--- src/logic/tif_pkg.sv ---
// package: register map, bit positions and carriers for the timer flag block
// ----------------------------------------------------------------------------
// ----------------------------------------------------------------------------
package tif_pkg;

   // register byte offsets on the bus
   localparam logic [7:0] OFS_FLAGS     = 8'h00;
   localparam logic [7:0] OFS_EXT_FLAGS = 8'h04;
   localparam logic [7:0] OFS_MASK      = 8'h08;
   localparam logic [7:0] OFS_EXT_MASK  = 8'h0c;
   localparam logic [7:0] OFS_MODE      = 8'h10;
   localparam logic [7:0] OFS_STATUS    = 8'h14;

   localparam logic [7:0] RST_FLAGS = 8'h00;
   localparam logic [7:0] RST_MASK  = 8'h00;
   localparam logic [3:0] RST_MODE  = 4'h0;

   // unit-1 bit positions in flag and mask registers
   localparam int U1_OVF_BIT = 7;
   localparam int U1_CMPA_BIT = 6;
   localparam int U1_CMPB_BIT = 5;
   localparam int U1_CAP_BIT = 3;
   // unit-3 bit positions in the extended registers
   localparam int U3_CAP_BIT = 5;
   localparam int U3_CMPA_BIT = 4;
   localparam int U3_CMPB_BIT = 3;
   localparam int U3_OVF_BIT = 2;

   // mode register: unit-1 field at [3:0], unit-3 field at [7:4]
   localparam int MODE_U1_LSB = 0;
   localparam int MODE_U3_LSB = 4;

   // waveform modes with overflow at max; 0 normal, 4 and 12 clear on compare
   localparam logic [3:0] WGM_NORMAL   = 4'h0;
   localparam logic [3:0] WGM_CTC_CMPA = 4'h4;
   localparam logic [3:0] WGM_CTC_CAP  = 4'hc;
   // modes in which the capture value is the counter top
   localparam logic [3:0] WGM_PWM_CAP_PC  = 4'h8;
   localparam logic [3:0] WGM_PWM_CAP_PFC = 4'h8;
   localparam logic [3:0] WGM_PWM_CAP_PFC2 = 4'ha;
   localparam logic [3:0] WGM_PWM_CAP_FAST = 4'he;

   localparam logic [1:0] HTRANS_NONSEQ = 2'b10;

   // per-unit events from the counter logic, one core cycle each
   typedef struct packed {
      logic overflow;
      logic at_top;
      logic at_bottom;
      logic cmp_a_match;
      logic cmp_b_match;
      logic force_cmp_a;
      logic force_cmp_b;
      logic capture_pin;
      logic timer_tick;
   } tif_unit_ev_t;

   // per-unit vector acknowledges from the core
   typedef struct packed {
      logic overflow;
      logic cmp_a;
      logic cmp_b;
      logic capture;
   } tif_unit_ack_t;

   typedef enum logic [1:0] {
      TIF_IDLE  = 2'b01,
      TIF_WRITE = 2'b10
   } tif_bus_state_t;

endpackage

--- src/logic/tif_unit.sv ---
// one timer unit's four event flags with set, acknowledge and write-one clear
`timescale 1ns/1ps
module tif_unit (
   input  wire logic                   sys_clk_i,
   input  wire logic                   nrst_i,
   input  wire tif_pkg::tif_unit_ev_t  ev_i,
   input  wire tif_pkg::tif_unit_ack_t ack_i,
   input  wire tif_pkg::tif_unit_ack_t w1c_i,
   input  wire logic [3:0]             mode_i,
   output tif_pkg::tif_unit_ack_t      flags_o
);

   tif_pkg::tif_unit_ack_t next_flags;
   tif_pkg::tif_unit_ack_t set_ev;
   tif_pkg::tif_unit_ack_t clr_ev;
   logic                   match_a_seen;
   logic                   match_b_seen;
   logic                   cap_is_top;
   logic                   ovf_at_max;

   // ----------------------------------------------------------------------
   // match held until the next timer tick, then the flag is set
   // ----------------------------------------------------------------------
   always_ff @(posedge sys_clk_i) begin
      if (!nrst_i) begin
         match_a_seen <= 1'b0;
         match_b_seen <= 1'b0;
      end else begin
         // force strobes arrive on ev_i but are ignored here, so they never set flags
         if (ev_i.cmp_a_match) begin
            match_a_seen <= 1'b1;
         end else if (ev_i.timer_tick) begin
            match_a_seen <= 1'b0;
         end
         if (ev_i.cmp_b_match) begin
            match_b_seen <= 1'b1;
         end else if (ev_i.timer_tick) begin
            match_b_seen <= 1'b0;
         end
      end
   end

   always_comb begin
      ovf_at_max = (mode_i == tif_pkg::WGM_NORMAL) || (mode_i == tif_pkg::WGM_CTC_CMPA)
                   || (mode_i == tif_pkg::WGM_CTC_CAP);
      cap_is_top = (mode_i == tif_pkg::WGM_PWM_CAP_PC) || (mode_i == tif_pkg::WGM_PWM_CAP_PFC2)
                   || (mode_i == tif_pkg::WGM_CTC_CAP) || (mode_i == tif_pkg::WGM_PWM_CAP_FAST);
      // normal/clear-on-compare: at overflow; PWM modes: at top or bottom
      set_ev.overflow = ovf_at_max ? ev_i.overflow
                      : (mode_i[0] && mode_i[1] && mode_i[2]) ? ev_i.at_top
                      : (mode_i inside {4'h5, 4'h6, 4'h7, 4'he}) ? ev_i.at_top
                      : ev_i.at_bottom;
      set_ev.cmp_a = match_a_seen && ev_i.timer_tick;
      set_ev.cmp_b = match_b_seen && ev_i.timer_tick;
      // capture register as top: flag tracks top instead of the pin
      set_ev.capture = cap_is_top ? ev_i.at_top : ev_i.capture_pin;
      clr_ev = ack_i | w1c_i;
      next_flags = set_ev | (flags_o & ~clr_ev);
   end

   always_ff @(posedge sys_clk_i) begin
      if (!nrst_i) begin
         flags_o <= '0;
      end else begin
         flags_o <= next_flags;
      end
   end

endmodule

--- src/logic/tif_top.sv ---
// timer interrupt flag and enable block with an AHB-Lite register slave
//
// Added by the designer: the address map and register access over AHB-Lite.
`timescale 1ns/1ps
module tif_top (
   input  wire logic                   sys_clk_i,
   input  wire logic                   nrst_i,
   // ahb-lite slave
   input  wire logic                   hsel_i,
   input  wire logic [7:0]             haddr_i,
   input  wire logic [1:0]             htrans_i,
   input  wire logic                   hwrite_i,
   input  wire logic [2:0]             hsize_i,
   input  wire logic [31:0]            hwdata_i,
   input  wire logic                   hready_i,
   output logic      [31:0]            hrdata_o,
   output logic                        hreadyout_o,
   output logic                        hresp_o,
   // timer events and core interface
   input  wire tif_pkg::tif_unit_ev_t  unit1_ev_i,
   input  wire tif_pkg::tif_unit_ev_t  unit3_ev_i,
   input  wire tif_pkg::tif_unit_ack_t unit1_ack_i,
   input  wire tif_pkg::tif_unit_ack_t unit3_ack_i,
   input  wire logic                   global_irq_enable_i,
   output tif_pkg::tif_unit_ack_t      unit1_irq_o,
   output tif_pkg::tif_unit_ack_t      unit3_irq_o
);

   tif_pkg::tif_bus_state_t state;
   logic [7:0]              wr_addr;
   logic [7:0]              timer_irq_mask;
   logic [7:0]              extended_timer_irq_mask;
   logic [7:0]              mode_reg;
   tif_pkg::tif_unit_ack_t  u1_flags;
   tif_pkg::tif_unit_ack_t  u3_flags;
   tif_pkg::tif_unit_ack_t  u1_w1c;
   tif_pkg::tif_unit_ack_t  u3_w1c;
   logic [7:0]              timer_event_flags;
   logic [7:0]              extended_timer_event_flags;
   logic                    addr_phase;
   logic                    wr_now;

   // pack unit-1 flags into their register positions
   function automatic logic [7:0] pack_u1(input tif_pkg::tif_unit_ack_t f);
      logic [7:0] r;
      r = 8'h00;
      r[tif_pkg::U1_OVF_BIT]  = f.overflow;
      r[tif_pkg::U1_CMPA_BIT] = f.cmp_a;
      r[tif_pkg::U1_CMPB_BIT] = f.cmp_b;
      r[tif_pkg::U1_CAP_BIT]  = f.capture;
      return r;
   endfunction

   function automatic logic [7:0] pack_u3(input tif_pkg::tif_unit_ack_t f);
      logic [7:0] r;
      r = 8'h00;
      r[tif_pkg::U3_OVF_BIT]  = f.overflow;
      r[tif_pkg::U3_CMPA_BIT] = f.cmp_a;
      r[tif_pkg::U3_CMPB_BIT] = f.cmp_b;
      r[tif_pkg::U3_CAP_BIT]  = f.capture;
      return r;
   endfunction

   function automatic tif_pkg::tif_unit_ack_t unpack_u1(input logic [7:0] r);
      tif_pkg::tif_unit_ack_t f;
      f.overflow = r[tif_pkg::U1_OVF_BIT];
      f.cmp_a    = r[tif_pkg::U1_CMPA_BIT];
      f.cmp_b    = r[tif_pkg::U1_CMPB_BIT];
      f.capture  = r[tif_pkg::U1_CAP_BIT];
      return f;
   endfunction

   function automatic tif_pkg::tif_unit_ack_t unpack_u3(input logic [7:0] r);
      tif_pkg::tif_unit_ack_t f;
      f.overflow = r[tif_pkg::U3_OVF_BIT];
      f.cmp_a    = r[tif_pkg::U3_CMPA_BIT];
      f.cmp_b    = r[tif_pkg::U3_CMPB_BIT];
      f.capture  = r[tif_pkg::U3_CAP_BIT];
      return f;
   endfunction

   // ----------------------------------------------------------------------
   // bus slave: zero wait states, always OKAY
   // ----------------------------------------------------------------------
   assign addr_phase = hsel_i && hready_i && (htrans_i == tif_pkg::HTRANS_NONSEQ);
   assign wr_now = (state == tif_pkg::TIF_WRITE);

   always_ff @(posedge sys_clk_i) begin
      if (!nrst_i) begin
         state   <= tif_pkg::TIF_IDLE;
         wr_addr <= 8'h00;
      end else begin
         case (state)
            tif_pkg::TIF_IDLE: begin
               if (addr_phase && hwrite_i) begin
                  state   <= tif_pkg::TIF_WRITE;
                  wr_addr <= haddr_i;
               end
            end
            tif_pkg::TIF_WRITE: begin
               if (addr_phase && hwrite_i) begin
                  wr_addr <= haddr_i;
               end else begin
                  state <= tif_pkg::TIF_IDLE;
               end
            end
            default: begin
               state <= tif_pkg::TIF_IDLE;
            end
         endcase
      end
   end

   always_ff @(posedge sys_clk_i) begin
      if (!nrst_i) begin
         hreadyout_o <= 1'b0;
         hresp_o     <= 1'b0;
      end else begin
         hreadyout_o <= 1'b1;
         hresp_o     <= 1'b0;
      end
   end

   // read data registered at the address phase; stands in the data phase
   always_ff @(posedge sys_clk_i) begin
      if (!nrst_i) begin
         hrdata_o <= 32'h0000_0000;
      end else if (addr_phase && !hwrite_i) begin
         case (haddr_i)
            tif_pkg::OFS_FLAGS:     hrdata_o <= {24'h00_0000, timer_event_flags};
            tif_pkg::OFS_EXT_FLAGS: hrdata_o <= {24'h00_0000, extended_timer_event_flags};
            tif_pkg::OFS_MASK:      hrdata_o <= {24'h00_0000, timer_irq_mask};
            tif_pkg::OFS_EXT_MASK:  hrdata_o <= {24'h00_0000, extended_timer_irq_mask};
            tif_pkg::OFS_MODE:      hrdata_o <= {24'h00_0000, mode_reg};
            tif_pkg::OFS_STATUS:    hrdata_o <= {31'h0000_0000, global_irq_enable_i};
            default:                hrdata_o <= 32'h0000_0000;
         endcase
      end
   end

   // ----------------------------------------------------------------------
   // mask and mode registers
   // ----------------------------------------------------------------------
   always_ff @(posedge sys_clk_i) begin
      if (!nrst_i) begin
         timer_irq_mask          <= tif_pkg::RST_MASK;
         extended_timer_irq_mask <= tif_pkg::RST_MASK;
         mode_reg                <= {tif_pkg::RST_MODE, tif_pkg::RST_MODE};
      end else if (wr_now) begin
         case (wr_addr)
            tif_pkg::OFS_MASK:     timer_irq_mask <= hwdata_i[7:0];
            tif_pkg::OFS_EXT_MASK: extended_timer_irq_mask <= hwdata_i[7:0];
            tif_pkg::OFS_MODE:     mode_reg <= hwdata_i[7:0];
            default: begin
            end
         endcase
      end
   end

   // ----------------------------------------------------------------------
   // flags: write one clears, zero bits leave the flag alone
   // ----------------------------------------------------------------------
   always_comb begin
      u1_w1c = '0;
      u3_w1c = '0;
      if (wr_now && wr_addr == tif_pkg::OFS_FLAGS) begin
         u1_w1c = unpack_u1(hwdata_i[7:0]);
      end
      if (wr_now && wr_addr == tif_pkg::OFS_EXT_FLAGS) begin
         u3_w1c = unpack_u3(hwdata_i[7:0]);
      end
   end

   tif_unit u_unit1 (
      .sys_clk_i (sys_clk_i),
      .nrst_i    (nrst_i),
      .ev_i      (unit1_ev_i),
      .ack_i     (unit1_ack_i),
      .w1c_i     (u1_w1c),
      .mode_i    (mode_reg[tif_pkg::MODE_U1_LSB +: 4]),
      .flags_o   (u1_flags)
   );

   tif_unit u_unit3 (
      .sys_clk_i (sys_clk_i),
      .nrst_i    (nrst_i),
      .ev_i      (unit3_ev_i),
      .ack_i     (unit3_ack_i),
      .w1c_i     (u3_w1c),
      .mode_i    (mode_reg[tif_pkg::MODE_U3_LSB +: 4]),
      .flags_o   (u3_flags)
   );

   assign timer_event_flags          = pack_u1(u1_flags);
   assign extended_timer_event_flags = pack_u3(u3_flags);

   // ----------------------------------------------------------------------
   // requests registered; one cycle after the flag sets
   // ----------------------------------------------------------------------
   always_ff @(posedge sys_clk_i) begin
      if (!nrst_i) begin
         unit1_irq_o <= '0;
         unit3_irq_o <= '0;
      end else begin
         unit1_irq_o.overflow <= global_irq_enable_i
            && timer_irq_mask[tif_pkg::U1_OVF_BIT] && u1_flags.overflow;
         unit1_irq_o.cmp_a <= global_irq_enable_i
            && timer_irq_mask[tif_pkg::U1_CMPA_BIT] && u1_flags.cmp_a;
         unit1_irq_o.cmp_b <= global_irq_enable_i
            && timer_irq_mask[tif_pkg::U1_CMPB_BIT] && u1_flags.cmp_b;
         unit1_irq_o.capture <= global_irq_enable_i
            && timer_irq_mask[tif_pkg::U1_CAP_BIT] && u1_flags.capture;
         unit3_irq_o.capture <= global_irq_enable_i
            && extended_timer_irq_mask[tif_pkg::U3_CAP_BIT] && u3_flags.capture;
         unit3_irq_o.cmp_a <= global_irq_enable_i
            && extended_timer_irq_mask[tif_pkg::U3_CMPA_BIT] && u3_flags.cmp_a;
         unit3_irq_o.cmp_b <= global_irq_enable_i
            && extended_timer_irq_mask[tif_pkg::U3_CMPB_BIT] && u3_flags.cmp_b;
         unit3_irq_o.overflow <= global_irq_enable_i
            && extended_timer_irq_mask[tif_pkg::U3_OVF_BIT] && u3_flags.overflow;
      end
   end

endmodule

--- config.mk ---
export PLATFORM = sky130hd
export DESIGN_NAME = tif_top
export DESIGN_NICKNAME = d
export VERILOG_FILES = /design/src/logic/tif_pkg.sv /design/src/logic/tif_unit.sv /design/src/logic/tif_top.sv
export SDC_FILE = /design/constraint.sdc
export NUM_CORES = 1
export LEC_CHECK = 0
export BUFFER_PORTS_ARGS = -buffer_cell sky130_fd_sc_hd__buf_2
export CAP_MARGIN = 20
export CORE_MARGIN = 1.5
export CORE_UTILIZATION = 45
export DETAILED_ROUTE_END_ITERATION = 16
export HOLD_SLACK_MARGIN = 0.05
export PLACE_DENSITY_LB_ADDON = 0.25
export SYNTH_ARGS = -nofsm -noshare
export SYNTH_HDL_FRONTEND = slang
export SYNTH_SLANG_ARGS = --single-unit
--- constraint.sdc ---
create_clock -name sys_clk_i -period 5.1 [get_ports sys_clk_i]
set_input_delay 0.765 -clock sys_clk_i [delete_from_list [all_inputs] [get_ports sys_clk_i]]
set_output_delay 0.765 -clock sys_clk_i [all_outputs]
set_load 0.01 [all_outputs]
==> impl_metrics.tcl, run 1 <==
set metrics [dict create \
    cts.sinks 63 \
    ir_drop_uv 166.0 \
    final_area_mm2 0.003366 \
    path_buf_inv 4 \
    cap_violations 0 \
    crit_path_end_kind "register" \
    syn_inst 325 \
    layout_min_cycle_time_ns 2.122 \
    grt_max_degree 32 \
    post_cts_resized 0 \
    vias 2409 \
    cts.clk_slew.worst_paths_ns 0.06 \
    r2r-end "u_unit3.flags_o[1]$_SDFF_PN0_" \
    gp_congestion 0.8041 \
    vias_per_cell 5.181 \
    start_kind "input port" \
    overflow 0 \
    hold_end "hrdata_o[5]$_SDFFE_PN0P_" \
    tns_ns 0 \
    dpl_cell_area_mm2 0.003163 \
    final_common_cell "dfxtp_1" \
    grt_pass1_wl_um 10440 \
    synth_ff_type "dfxtp_1" \
    wl_per_cell_um 14.08 \
    cp_max_fo 31 \
    initial_core_util 0.4627 \
    worstPathArrival_ns 2.39 \
    io_pins 119 \
    clock_latency_ns 0.34 \
    io_buffers 62 \
    synth_seq_cells 63 \
    post_synth_num_cell_types 43 \
    cpMaxStageDelayCell "buf_2" \
    numCtsBuffers 9 \
    async_reset_ff_frac 0 \
    dp_cells 450 \
    clock_skew_ns 0.007259 \
    fmax_mhz 471.4 \
    post_cts.repair.setup_buffers 0 \
    clock_path_buffers 2 \
    grt_pass1_vias 2263 \
    drt-initial-drc-count 147 \
    worstSetupPathType "input port to register" \
    dieHeight_um 83.58 \
    critPathRequiredTime_ns 5.37 \
    drv_slew 0 \
    ctsHoldBuffers 0 \
    min_from "hrdata_o[5]$_SDFFE_PN0P_" \
    max_slew_margin 0.4308 \
    final_cell_mix "dfxtp_1, buf_2, nor2_1" \
    worstRegToRegCells 5 \
    antenna_left 0 \
    synth_seq_area_share 0.4317 \
    root_buffer "clkbuf_8" \
    rsz0062_at_grt "false" \
    dr.pass1.iters 4 \
    hold_depth 2 \
    synth.top_cell.area_share 0.4317 \
    drc 0 \
    tightest_slew_ns 0.8521 \
    final_cells 465 \
    coreArea_mm2 0.006314 \
    crit_chain "buf_2, inv_1, buf_12, nor4_1, and4_1, inv_1, o21ai_0" \
    rr_startpoint "wr_addr[0]$_SDFFE_PN0P_" \
    hold_ws_ns 0.4497 \
    synth_edf_count 0 \
    cts_tree "done" \
    fp.dieW_um 83.58 \
    hpwl_um 4862 \
    synthTopCellsByArea "dfxtp_1, mux2i_1, buf_4, a21oi_1, nor2_1" \
    p_per_area_mw_per_mm2 291.6 \
    area_delta_synth_final_pct 15.20 \
    yosysWarnings 0 \
    crit_top_cell "inv_1" \
    path_delay_family "buffers and inverters" \
    outcome "completed" \
    synth_area_mm2 0.002922 \
    wl_um 6547 \
    synth.avg_cell_area_um2 8.989 \
    hold_viol 0 \
    grtUsageTotal 0.1928 \
    leakage_nw 1.530 \
    antenna_found_initial 0 \
    r2r_setup_slack_ns 3.16 \
    report.final.setup_viol 0 \
    critical-path-max-stage-delay_ns 0.41 \
    rows 29 \
    final_nets 464 \
    drive_above_1_share 0.2500 \
    htree_levels 3 \
    finalCritPeriodShare 0.4160 \
    yosys.area.top_type "dfxtp_1" \
    hold_class "register to register" \
    n_antenna_cell 0 \
    nFillCells 636 \
    p_total_mw 0.9815 \
    dieArea_mm2 0.006985 \
]
report_power, final:
group	switching [mW]	internal [mW]	leakage [nW]
logic	0.0461	0.0284	0.925
registers	0.00517	0.499	0.511
clock network	0.178	0.224	0.0946
total	0.229	0.752	1.53
worst max path at each step:
stage,start,cells past startpoint,slack (ns),endpoint
2_1_floorplan,haddr_i[4],4,3.20,hrdata_o[3]$_SDFFE_PN0P_
3_3_place_gp,nrst_i,6,2.22,hrdata_o[3]$_SDFFE_PN0P_
3_5_place_dp,nrst_i,6,2.20,hrdata_o[3]$_SDFFE_PN0P_
4_1_cts,nrst_i,6,2.54,hrdata_o[3]$_SDFFE_PN0P_
5_1_grt,nrst_i,7,2.80,hrdata_o[5]$_SDFFE_PN0P_
6_report,nrst_i,7,2.98,hrdata_o[3]$_SDFFE_PN0P_
cell families after synthesis:
kind of cell / share of synthesized area
flip-flops: 0.4317
AND/OR/NAND/NOR: 0.2017
multiplexers: 0.08994
buffers and inverters: 0.1079
other: 0.001284
adder cells (fa/ha/maj): 0.008564
AO/OA/AOI/OAI: 0.1589
routing by layer:
| layer | GRT usage | wire [um] | part of all wire |
|---|---|---|---|
| met5 | 0 | 0 | 0 |
| met1 | 0.2336 | 2823 | 0.43 |
| met4 | 0.07899 | 111 | 0.017 |
| met2 | 0.3240 | 3284 | 0.50 |
| met3 | 0.05143 | 327 | 0.050 |
final cells by class:
cell class                 count  area [um2]  share of cell area
sequential                    63        1261              0.3747
tap                           77       96.34             0.02862
timing repair buffer          63       330.3             0.09814
inverter                      16       60.06             0.01784
multi-input combinational    232        1435              0.4264
clock buffer                  14       182.7             0.05428
per-stage QoR:
step	utilization	worst slack, ns
global placement	0.5010	2.219
CTS	0.5299	2.541
finish	0.5331	2.978
detailed placement	0.5010	2.202
floorplan	-	3.201
global route	0.5331	2.796
cell usage after synthesis, drive strengths merged, types with 3 or more instances:
cell / count
a211o: 4
a21oi: 23
a22o: 5
a22oi: 3
and2: 4
and3: 8
buf: 32
clkbuf: 6
dfxtp: 63
inv: 16
mux2i: 24
nand2: 22
nand2b: 6
nand3: 22
nand3b: 4
nor2: 29
nor2b: 8
o21ai: 20
o22ai: 4
worst min-delay path, delay by kind of cell, from the launching register on:
kind	cells	cell delay, ns
flops	1	0.32
compound gates	1	0.05
simple gates	1	0.04
Note: power is estimated with default switching activity, not from simulation.
==> run 2, diff against run 1 <==
--- a/config.mk
+++ b/config.mk
@@ -5,6 +5,7 @@
 export SDC_FILE = /design/constraint.sdc
 export NUM_CORES = 1
 export LEC_CHECK = 0
+export ABC_AREA = 1
 export BUFFER_PORTS_ARGS = -buffer_cell sky130_fd_sc_hd__buf_2
 export CAP_MARGIN = 20
 export CORE_MARGIN = 1.5
==> constraint.sdc (replaced) <==
create_clock -name sys_clk_i -period 2.2 [get_ports sys_clk_i]
set_input_delay 0.33 -clock sys_clk_i [delete_from_list [all_inputs] [get_ports sys_clk_i]]
set_output_delay 0.33 -clock sys_clk_i [all_outputs]
set_load 0.01 [all_outputs]
==> impl_metrics.tcl, run 2 <==
set metrics [dict create \
    p_per_area_mw_per_mm2 647.3 \
    cts.clk_slew.worst_paths_ns 0.07 \
    clock_skew_ns 0.006361 \
    synthTopCellsByArea "dfxtp_1, a21oi_1, nand2_1, inv_1, nand3_1" \
    tightest_slew_ns 0.5289 \
    initial_core_util 0.4692 \
    vias 2736 \
    wl_um 7370 \
    post_synth_num_cell_types 33 \
    synth_edf_count 0 \
    hold_ws_ns 0.2093 \
    clock_path_buffers 2 \
    cp_max_fo 10 \
    dieHeight_um 84.61 \
    cts.sinks 63 \
    dieArea_mm2 0.007158 \
    muxShareOfSynthArea 0.003340 \
    final_cells 561 \
    r2r_setup_slack_ns 0.35 \
    coreArea_mm2 0.006386 \
    r2r-end "u_unit1.flags_o[1]$_SDFF_PN0_" \
    cpMaxStageDelayCell "nor3_4" \
    grt_max_degree 24 \
    vias_per_cell 4.877 \
    numCtsBuffers 9 \
    netlist_top_cells_count "dfxtp_1, nand2_1, inv_1" \
    n_antenna_cell 0 \
    final_nets 559 \
    synth-simple-area-share 0.2468 \
    yosysWarnings 0 \
    critical-path-max-stage-delay_ns 0.46 \
    clock_latency_ns 0.32 \
    ctsHoldBuffers 0 \
    post_cts.repair.setup_buffers 0 \
    worstPathArrival_ns 2.05 \
    start_kind "register" \
    grtUsageTotal 0.2104 \
    gp_congestion 0.8559 \
    synth_ff_type "dfxtp_1" \
    worstRegToRegCells 7 \
    drt-initial-drc-count 167 \
    synth_seq_cells 63 \
    ir_drop_uv 493.3 \
    io_pins 119 \
    drive_above_1_share 0.2004 \
    area_delta_synth_final_pct 14.86 \
    final_cell_mix "nand2_1, dfxtp_1, buf_2" \
    hold_class "input port to register" \
    grt_pass1_wl_um 11910 \
    root_buffer "clkbuf_8" \
    wl_per_cell_um 13.14 \
    report.final.setup_viol 0 \
    fp.dieW_um 84.61 \
    layout_min_cycle_time_ns 1.847 \
    drv_slew 0 \
    crit_path_end_kind "register" \
    hold_viol 0 \
    dr.pass1.iters 4 \
    antenna_found_initial 0 \
    hpwl_um 5447 \
    place_ws_ns 0.3981 \
    synthAdderAreaFrac 0.008351 \
    rsz0062_at_grt "false" \
    crit_chain "inv_1, ha_1, inv_2, nor3_4, nand3_1, o21ai_0, a21oi_1" \
    syn_inst 414 \
    synth_area_mm2 0.002997 \
    synth_seq_area_share 0.4209 \
    critPathRequiredTime_ns 2.40 \
    cp-startpoint "state[0]$_SDFFE_PN1P_" \
    async_reset_ff_frac 0 \
    max_slew_margin 0.6463 \
    antenna_left 0 \
    synth.avg_cell_area_um2 7.238 \
    grt_pass1_vias 2618 \
    fmax_mhz 541.4 \
    overflow 0 \
    drc 0 \
    io_buffers 62 \
    yosys.area.top_type "dfxtp_1" \
    tns_ns 0 \
    cts_tree "done" \
    leakage_nw 1.588 \
    synth-xor-area-share 0 \
    htree_levels 3 \
    synth.top_cell.area_share 0.4209 \
    synth_top_family_by_area "simple AND/OR/NAND/NOR gates" \
    endpoint "u_unit1.flags_o[1]$_SDFF_PN0_" \
    synth-compound-area-share 0.1599 \
    cap_violations 0 \
    dp_cells 546 \
    finalCritPeriodShare 0.8395 \
    rows 29 \
    rr_startpoint "state[0]$_SDFFE_PN1P_" \
    post_cts_resized 0 \
    p_total_mw 2.228 \
    finalWorstSetupSlack_ns 0.3530 \
    worstSetupPathType "register to register" \
    outcome "completed" \
]
run 2: report_power, final:
part	internal (mW)	switching, mW	leakage [nW]
logic	0.0675	0.128	0.992
clock network	0.428	0.433	0.0850
registers	1.16	0.0109	0.511
total	1.66	0.572	1.59
run 2: layout make-up:
type	count	area, um2
inverter	60	225.2
sequential	63	1261
multi-input combinational	279	1348
clock inverter	4	22.52
clock buffer	11	141.4
fill	650	2944
tap	77	96.34
timing repair buffer	67	347.8
run 2: worst min path at each step:
stage / start / end / slack [ns] / cells after the start
finish: unit3_ev_i[4] / u_unit3.match_b_seen$_SDFFE_PN0P_ / 0.21 / 3
global route: unit3_ev_i[4] / u_unit3.match_b_seen$_SDFFE_PN0P_ / 0.20 / 3
CTS: unit3_ev_i[4] / u_unit3.match_b_seen$_SDFFE_PN0P_ / 0.20 / 3
detailed placement: timer_irq_mask[4]$_SDFFE_PN0P_ / timer_irq_mask[4]$_SDFFE_PN0P_ / 0.44 / 2
global placement: timer_irq_mask[4]$_SDFFE_PN0P_ / timer_irq_mask[4]$_SDFFE_PN0P_ / 0.43 / 2
floorplan: nrst_i / hreadyout_o$_DFF_P_ / 0.36 / 0
run 2: metrics by stage:
stage | area [um2] | util
finish | 3442 | 0.5390
floorplan | 3087 | -
CTS | 3442 | 0.5390
global route | 3442 | 0.5390
detailed placement | 3278 | 0.5133
global placement | 3278 | 0.5133
run 2: critical path, delay by kind of cell, from the launching register on:
family | cells | cell delay, ns
simple gates | 2 | 0.71
compound gates | 2 | 0.36
flops | 1 | 0.32
fa+ha+maj | 1 | 0.19
buf+inv | 2 | 0.14
run 2: kinds of logic after synthesis:
family          count (synthesis)
fa+ha+maj                       2
other cells                     1
buf+inv                        96
simple gates                  159
mux                             1
flops                          63
compound gates                 92
run 2: layer usage:
layer	part of all wire	track usage	vias to the layer above
met1	0.44	0.2606	1196
met5	0	0	-
met4	0.019	0.1012	0
li1	-	-	1425
met2	0.46	0.3485	103
met3	0.074	0.04425	12
